==> src/gpio_port_defs.vh <==
/*
 * constants for the eight-bit general-purpose port: register offsets,
 * field positions and reset values.
 * assumes: included by bare name from the port's design files.
 */
`ifndef GPIO_PORT_DEFS_VH
`define GPIO_PORT_DEFS_VH

// ----------------------------------------
// register byte offsets on apb
// ----------------------------------------
`define OFS_OUTPUT_LATCH 12'h000
`define OFS_DIRECTION 12'h004
`define OFS_PULLUP_ENABLE 12'h008
`define OFS_STANDBY_CONTROL 12'h00c
`define OFS_IRQ_ENABLES 12'h010
`define OFS_PIN_STATUS 12'h014

// ----------------------------------------
// fields
// ----------------------------------------
`define STBY_FLOAT_BIT 0
`define STBY_MODE_BIT 1
`define IRQ_CTRL_PIN4_BIT 0
`define IRQ_CTRL_PIN6_BIT 1
`define IRQ_SEL_PIN4_BIT 2
`define IRQ_SEL_PIN6_BIT 3
`define PIN_FOUR 4
`define PIN_SIX 6
`define PIN_TWO 2

// ----------------------------------------
// reset values
// ----------------------------------------
`define RST_OUTPUT_LATCH 8'h00
`define RST_DIRECTION 8'h00
`define RST_PULLUP_ENABLE 8'h00
`define RST_STANDBY_CONTROL 2'h0
`define RST_IRQ_ENABLES 4'h0

`endif

==> src/pin_input_sync.v <==
/*
 * two-stage synchroniser for a vector of pin inputs.
 * assumes: inputs are asynchronous to i_clk; one clock domain.
 */
`default_nettype none

module pin_input_sync #(
   parameter WIDTH = 8
) (
   input wire i_clk,
   input wire i_sys_rst,
   input wire [WIDTH-1:0] i_async,
   output wire [WIDTH-1:0] o_sync
);

   reg [WIDTH-1:0] meta_reg;
   reg [WIDTH-1:0] sync_reg;

   // ----------------------------------------
   // first stage is read only by the second
   // ----------------------------------------
   always @(posedge i_clk) begin
      if (i_sys_rst) begin
         meta_reg <= {WIDTH{1'b0}};
         sync_reg <= {WIDTH{1'b0}};
      end else begin
         meta_reg <= i_async;
         sync_reg <= meta_reg;
      end
   end

   assign o_sync = sync_reg;

endmodule

`default_nettype wire

==> src/gpio_port.v <==
/*
 * eight-bit general-purpose port with apb register access: output latch,
 * direction, pull-up enable, standby pin float and pin sharing with
 * on-chip peripherals.
 * assumes: apb master on i_clk; pads resolve o_pin_out/o_pin_oe and the
 * pull-up enables; peripheral outputs arrive on the same clock.
 */
`default_nettype none
`include "gpio_port_defs.vh"

// Overview of operation
// - direction one drives pin from latch
// - latch write appears on output pins
// - direction zero: latch written, pin undriven
// - input read gives pin, rmw gives latch
// - port output read returns latch value
// - peripheral enable drives pin; reads as input
// - peripheral input pin reads pin level
// - reset clears direction: all inputs
// - float in standby: hi-z, input forced low
// - pins four, six stay live for irq
// - no float: standby holds pin states
// - pull-up bit one connects pull-up
// - driven low output drops pull-up
// - bit n controls pin n
// - pin two pull-up bit has no effect
// - open-drain output high leaves hi-z
module gpio_port #(
   parameter [7:0] OPEN_DRAIN_MASK = 8'h00,
   parameter [7:0] PULLUP_PRESENT = 8'hfb
) (
   input wire i_clk,
   input wire i_sys_rst,
   input wire i_psel,
   input wire i_penable,
   input wire i_pwrite,
   input wire [11:0] i_paddr,
   input wire [31:0] i_pwdata,
   output wire o_pready,
   output reg [31:0] o_prdata,
   output wire o_pslverr,
   input wire i_read_modify_write,
   input wire i_standby_active,
   input wire [7:0] i_periph_oe,
   input wire [7:0] i_periph_out,
   input wire [7:0] i_pin_in,
   output reg [7:0] o_pin_out,
   output reg [7:0] o_pin_oe,
   output reg [7:0] o_pullup_on,
   output wire [7:0] o_pin_to_periph
);

   reg [7:0] port_output_latch_reg;
   reg [7:0] port_direction_reg;
   reg [7:0] port_pullup_enable_reg;
   reg [1:0] standby_control_reg;
   reg [3:0] irq_enables_reg;
   reg [7:0] frozen_out_reg;
   reg [7:0] frozen_oe_reg;
   reg standby_seen_reg;
   wire [7:0] pin_sync;
   wire [7:0] live_out;
   wire [7:0] live_oe;
   wire standby_now;
   wire float_now;
   wire [7:0] input_keep;
   wire [7:0] pin_gated;
   wire apb_write;
   wire apb_read;
   reg [7:0] port_read;
   reg addr_ok;
   reg [7:0] pin_out_next;
   reg [7:0] pin_oe_next;
   reg [7:0] pullup_next;

   // ----------------------------------------
   // helpers
   // ----------------------------------------
   // rmw reads take the latch, other reads the latch on port-driven outputs and the pin level elsewhere
   function [7:0] port_read_value;
      input [7:0] latch;
      input [7:0] pin;
      input [7:0] dir;
      input [7:0] poe;
      input read_modify_write;
      begin
         if (read_modify_write)
            port_read_value = latch;
         else
            port_read_value = (latch & dir & ~poe) | (pin & ~(dir & ~poe));
      end
   endfunction

   function addr_known;
      input [11:0] a;
      begin
         addr_known = (a == `OFS_OUTPUT_LATCH) || (a == `OFS_DIRECTION) ||
            (a == `OFS_PULLUP_ENABLE) || (a == `OFS_STANDBY_CONTROL) ||
            (a == `OFS_IRQ_ENABLES) || (a == `OFS_PIN_STATUS);
      end
   endfunction

   // a pin driven low never keeps its pull-up; absent pull-ups stay off
   function [7:0] pullup_value;
      input [7:0] enable;
      input [7:0] oe;
      input [7:0] out;
      begin
         pullup_value = enable & PULLUP_PRESENT & ~(oe & ~out);
      end
   endfunction

   // an interrupt pin stays open only with both enables set
   function irq_pin_open;
      input ctrl_en;
      input sel_en;
      begin
         irq_pin_open = ctrl_en & sel_en;
      end
   endfunction

   // register read mux; unmapped offsets read as zero
   function [31:0] reg_read_value;
      input [11:0] a;
      input [7:0] port_val;
      input [7:0] dir;
      input [7:0] pull;
      input [1:0] stby;
      input [3:0] irq;
      input [7:0] pins;
      begin
         case (a)
            `OFS_OUTPUT_LATCH: reg_read_value = {24'h00_0000, port_val};
            `OFS_DIRECTION: reg_read_value = {24'h00_0000, dir};
            `OFS_PULLUP_ENABLE: reg_read_value = {24'h00_0000, pull};
            `OFS_STANDBY_CONTROL: reg_read_value = {30'h0000_0000, stby};
            `OFS_IRQ_ENABLES: reg_read_value = {28'h000_0000, irq};
            `OFS_PIN_STATUS: reg_read_value = {24'h00_0000, pins};
            default: reg_read_value = 32'h0000_0000;
         endcase
      end
   endfunction

   // ----------------------------------------
   // pin synchroniser
   // ----------------------------------------
   pin_input_sync #(
      .WIDTH(8)
   ) u_pin_sync (
      .i_clk(i_clk),
      .i_sys_rst(i_sys_rst),
      .i_async(i_pin_in),
      .o_sync(pin_sync)
   );

   // ----------------------------------------
   // apb slave
   // ----------------------------------------
   // zero wait states; unmapped addresses answer with pslverr
   assign o_pready = 1'b1;
   assign apb_write = i_psel & i_penable & i_pwrite;
   assign apb_read = i_psel & i_penable & ~i_pwrite;
   assign o_pslverr = i_psel & i_penable & ~addr_ok;

   always @* begin
      addr_ok = addr_known(i_paddr);
   end

   // ----------------------------------------
   // register writes
   // ----------------------------------------
   always @(posedge i_clk) begin
      if (i_sys_rst) begin
         port_output_latch_reg <= `RST_OUTPUT_LATCH;
         port_direction_reg <= `RST_DIRECTION;
         port_pullup_enable_reg <= `RST_PULLUP_ENABLE;
         standby_control_reg <= `RST_STANDBY_CONTROL;
         irq_enables_reg <= `RST_IRQ_ENABLES;
      end else if (apb_write) begin
         case (i_paddr)
            `OFS_OUTPUT_LATCH: begin
               port_output_latch_reg <= i_pwdata[7:0];
            end
            `OFS_DIRECTION: begin
               port_direction_reg <= i_pwdata[7:0];
            end
            `OFS_PULLUP_ENABLE: begin
               port_pullup_enable_reg <= i_pwdata[7:0];
            end
            `OFS_STANDBY_CONTROL: begin
               standby_control_reg <= i_pwdata[1:0];
            end
            `OFS_IRQ_ENABLES: begin
               irq_enables_reg <= i_pwdata[3:0];
            end
            default: begin
               port_output_latch_reg <= port_output_latch_reg;
            end
         endcase
      end
   end

   // ----------------------------------------
   // register reads
   // ----------------------------------------
   // blocked pins read low while floated, like the peripheral path
   always @* begin
      port_read = port_read_value(port_output_latch_reg, pin_gated, port_direction_reg,
         i_periph_oe, i_read_modify_write);
   end

   // read data registered at the setup edge as a data output
   always @(posedge i_clk) begin
      if (i_sys_rst) begin
         o_prdata <= 32'h0000_0000;
      end else if (i_psel & ~i_penable & ~i_pwrite) begin
         o_prdata <= reg_read_value(i_paddr, port_read, port_direction_reg,
            port_pullup_enable_reg, standby_control_reg, irq_enables_reg, pin_gated);
      end
   end

   // ----------------------------------------
   // pin drive
   // ----------------------------------------
   // peripheral output takes the pin when enabled; software must have
   // turned it off before port use, otherwise it keeps the pin
   assign live_out = (i_periph_oe & i_periph_out) |
      (~i_periph_oe & port_output_latch_reg);
   assign live_oe = (i_periph_oe | port_direction_reg) &
      ~(OPEN_DRAIN_MASK & live_out);

   // ----------------------------------------
   // standby state
   // ----------------------------------------
   // software standby and the core's standby level act alike
   assign standby_now = i_standby_active | standby_control_reg[`STBY_MODE_BIT];
   assign float_now = standby_now & standby_control_reg[`STBY_FLOAT_BIT];

   // ----------------------------------------
   // standby freeze
   // ----------------------------------------
   // freeze levels on standby entry so they hold while standing by
   // limitation: latch writes in standby reach the pins only after wake-up
   always @(posedge i_clk) begin
      if (i_sys_rst) begin
         frozen_out_reg <= 8'h00;
         frozen_oe_reg <= 8'h00;
         standby_seen_reg <= 1'b0;
      end else begin
         standby_seen_reg <= standby_now;
         if (~standby_seen_reg) begin
            frozen_out_reg <= live_out;
            frozen_oe_reg <= live_oe;
         end
      end
   end

   // ----------------------------------------
   // pin registers
   // ----------------------------------------
   always @* begin
      pin_out_next = live_out;
      pin_oe_next = live_oe;
      pullup_next = pullup_value(port_pullup_enable_reg, live_oe, live_out);
      if (float_now) begin
         pin_out_next = 8'h00;
         pin_oe_next = 8'h00;
         // floated pins keep their pull-ups under register control
         pullup_next = pullup_value(port_pullup_enable_reg, 8'h00, 8'h00);
      end else if (standby_now & standby_seen_reg) begin
         pin_out_next = frozen_out_reg;
         pin_oe_next = frozen_oe_reg;
         pullup_next = pullup_value(port_pullup_enable_reg, frozen_oe_reg, frozen_out_reg);
      end
   end

   always @(posedge i_clk) begin
      if (i_sys_rst) begin
         o_pin_out <= 8'h00;
         o_pin_oe <= 8'h00;
         o_pullup_on <= 8'h00;
      end else begin
         o_pin_out <= pin_out_next;
         o_pin_oe <= pin_oe_next;
         o_pullup_on <= pullup_next;
      end
   end

   // ----------------------------------------
   // input path to peripherals
   // ----------------------------------------
   // pins four and six stay open for wake-up interrupts
   assign input_keep[`PIN_FOUR] = irq_pin_open(irq_enables_reg[`IRQ_CTRL_PIN4_BIT],
      irq_enables_reg[`IRQ_SEL_PIN4_BIT]);
   assign input_keep[`PIN_SIX] = irq_pin_open(irq_enables_reg[`IRQ_CTRL_PIN6_BIT],
      irq_enables_reg[`IRQ_SEL_PIN6_BIT]);
   assign input_keep[3:0] = 4'h0;
   assign input_keep[5] = 1'b0;
   assign input_keep[7] = 1'b0;
   assign pin_gated = float_now ? (pin_sync & input_keep) : pin_sync;
   assign o_pin_to_periph = pin_gated;

endmodule

`default_nettype wire

==> config.mk <==
export PLATFORM = sky130hd
export DESIGN_NAME = gpio_port
export DESIGN_NICKNAME = d
export VERILOG_FILES = /design/src/pin_input_sync.v /design/src/gpio_port.v
export VERILOG_INCLUDE_DIRS = /design/src
export SDC_FILE = /design/constraint.sdc
export NUM_CORES = 1
export LEC_CHECK = 0
export BUFFER_PORTS_ARGS = -buffer_cell sky130_fd_sc_hd__clkbuf_2
export CAP_MARGIN = 25
export CORE_AREA = 2 2 95 97
export DETAILED_ROUTE_END_ITERATION = 8
export DIE_AREA = 0 0 97 99
export GPL_TIMING_DRIVEN = 0
export PLACE_DENSITY = 0.84
export REMOVE_ABC_BUFFERS = 1
export SLEW_MARGIN = 20
export SYNTH_ARGS = -nofsm -noshare
export SYNTH_HDL_FRONTEND = slang
export SYNTH_SLANG_ARGS = --single-unit
==> constraint.sdc <==
create_clock -name i_clk -period 1.7 [get_ports i_clk]
set_input_delay 0.085 -clock i_clk [delete_from_list [all_inputs] [get_ports i_clk]]
set_output_delay 0.085 -clock i_clk [all_outputs]
set_load 0.01 [all_outputs]
==> flow_summary.yaml <==
global_route:
  grt_max_degree: 48
  grt_pass1_vias: 3572
  grt_overflow: 0
  antenna_found_initial: 0
  grt_pass1_wl_um: 16910
  grt_use_total: 0.2201
worst_setup_path:
  crit_arrival_ps: 1960
  crit_required_ps: 1960
  start_kind: "input pin"
  startpoint: "i_paddr[1]"
  critical_path.max_fanout: 12
  crit_path_end_kind: "register"
  rr_startpoint: "standby_seen_reg"
  crit_type: "in -> reg"
floorplanning:
  die_y_um: 99
  die_area_mm2: 0.009603
  die_w_um: 97
  rows: 34
  io_pins: 141
  initial_utilization: 0.4921
  core_mm2: 0.008551
finish:
  antenna_cells: 0
  finalInstanceArea_mm2: 0.005079
  drive_above_1_share: 0.2295
  multi_input_area_mm2: 0.002146
  area_growth_pct: 20.70
  nets: 667
  layout.area.seq_mm2: 0.001884
  n_fill_cell: 727
  final_common_cell: "dfxtp_1"
  layout_common_cells: "dfxtp_1, nor2_1, clkbuf_2"
clocking:
  cts.sink_count: 94
  clock_path_buffers: 2
  cts_tree: "built"
  insertion_delay_ps: 370
  h-tree-depth: 3
  cts_inserted_buffers: 9
  clk_pin_slew_ps: 90
  clockRootBuffer: "clkbuf_8"
routing:
  wl_met2_um: 5381
  drc: 0
  avgRoutedWirePerCell_um: 15.50
  drt-met1-wl_um: 4501
  wl_met3_um: 772
  drtAntennaViolNets: 0
  vias: 3837
  drt_iter0_drc: 261
  highest_layer: "met4"
  viasPerCell: 5.443
  dr.pass1.iters: 8
  routed_wl_um: 10930
yosys:
  synth_top_area_frac: 0.4472
  synth_area_leaders: "dfxtp_1, nor2_1, mux2i_1, a21oi_1, buf_4"
  yosys_warnings: 0
  synthCells: 497
  seq_area_frac_synth: 0.4472
  postSynth.asyncResetShare: 0
  yosys_most_used_dff: "dfxtp_1"
  ys_types: 38
  avgSynthCellArea_um2: 8.466
  synth_area_mm2: 0.004208
  synth-edff-count: 0
  netlist.top_cell.by_area: "dfxtp_1"
  synth-seq-cells: 94
power:
  powerDensity_mw_per_mm2: 849.3
  p_leak_nw: 2.281
  peakVddDrop_v: 0.0003675
outcome:
  status: "complete, no violations"
sta:
  finClkSkew_ps: 7.010
  drv_slew: 0
  layout_worst_path_cycle_share: 0.9980
  worst_pin_slew_ps: 739.8
  setup_viol: 0
  fmax_mhz: 589.4
  min_period_ps: 1697
  rsz0062_at_grt: "yes"
  finalWorstSetupSlack_ps: 3.316
  hold_violations: 0
  slew_headroom: 0.5030
place:
  post-place-ws_ps: -458.4
  port_buffers: 90
  placed_cell_area_mm2: 0.004617
  place_congestion: 0.9302
  dpl.hpwl_um: 7595
run:
  max_cap_violations: 0
min_path:
  hold_class: "in -> reg"
  min_from: "i_pwdata[0]"
-- path summary, 6_finish.rpt --
| check | to | slack [ps] | cells past startpoint |
|---|---|---|---|
| max | port_direction_reg[6] | 3 | 6 |
| min | port_output_latch_reg[0] | 20 | 3 |
| max reg2reg | o_pullup_on[0] | 110 | 4 |
| min reg2reg | u_pin_sync.o_sync[6] | 440 | 1 |
-- power breakdown --
part           switching, mW  leakage, nW  internal (mW)  total (mW)
Clock                  0.783        0.103          0.766        1.55
Sequential            0.0312        0.769           2.27        2.30
Combinational          0.278         1.41          0.189       0.467
Total                   1.09         2.28           3.22        4.31
-- Yosys cell counts (all sizes together), types with 2 or more instances --
library cell	instances
mux2i	34
nand4	4
a22oi	5
nand2	32
and2	15
nor3	10
nor2b	25
nand3b	8
o311a	2
inv	3
buf	33
mux2	2
a21boi	2
o21ai	19
nand2b	2
a21oi	43
clkbuf	21
o31ai	7
a311oi	2
nand3	10
conb	2
nor2	92
and3	3
o22ai	2
dfxtp	94
a211oi	10
nor3b	7
a31oi	2
nor4	2
-- critical path, stage by stage --
cell	delay [ps]
clkbuf_2	90
nor4_2	420
and2_1	490
nand4_2	490
mux2i_1	320
nor2_1	60
-- logic make-up after synthesis --
group / count (synthesis) / synth area share
simple gates: 212 / 0.2480
other cells: 2 / 0.001785
buf+inv: 57 / 0.07850
mux: 36 / 0.08623
flops: 94 / 0.4472
compound gates: 96 / 0.1383
-- cell type report --
type | count | share of cell area
multi-input combinational | 370 | 0.4225
sequential | 94 | 0.3710
clock inverter | 4 | 0.01084
tap | 108 | 0.02661
timing repair buffer | 114 | 0.1362
inverter | 3 | 0.002217
clock buffer | 12 | 0.03055
-- layer usage --
layer	up-vias	GRT usage
li1	1840	-
met4	0	0.1018
met3	30	0.03404
met5	-	0
met1	1784	0.2765
met2	183	0.3734
-- per-stage QoR --
step | hold WS, ps | setup TNS, ps | util | cells | power, mW
CTS | 5.034 | -974.2 | 0.5833 | 698 | 4.322
global placement | 300.5 | -52310 | 0.5338 | 665 | 2.740
floorplan | 152.9 | -16140 | - | 467 | 2.551
finish | 19.42 | 0 | 0.5939 | 705 | 4.313
detailed placement | 303.7 | -19420 | 0.5399 | 668 | 2.766
global route | 26.33 | -2255 | 0.5939 | 705 | 4.481
-- repair_timing --
action	CTS	global route
pin swaps	0	2
hold buffers	14	0
gates resized for setup	10	8
endpoints found under the hold margin	18	0
endpoints found under the setup margin	52	39
setup buffers	0	7
Power figures use the tool's default switching activity.
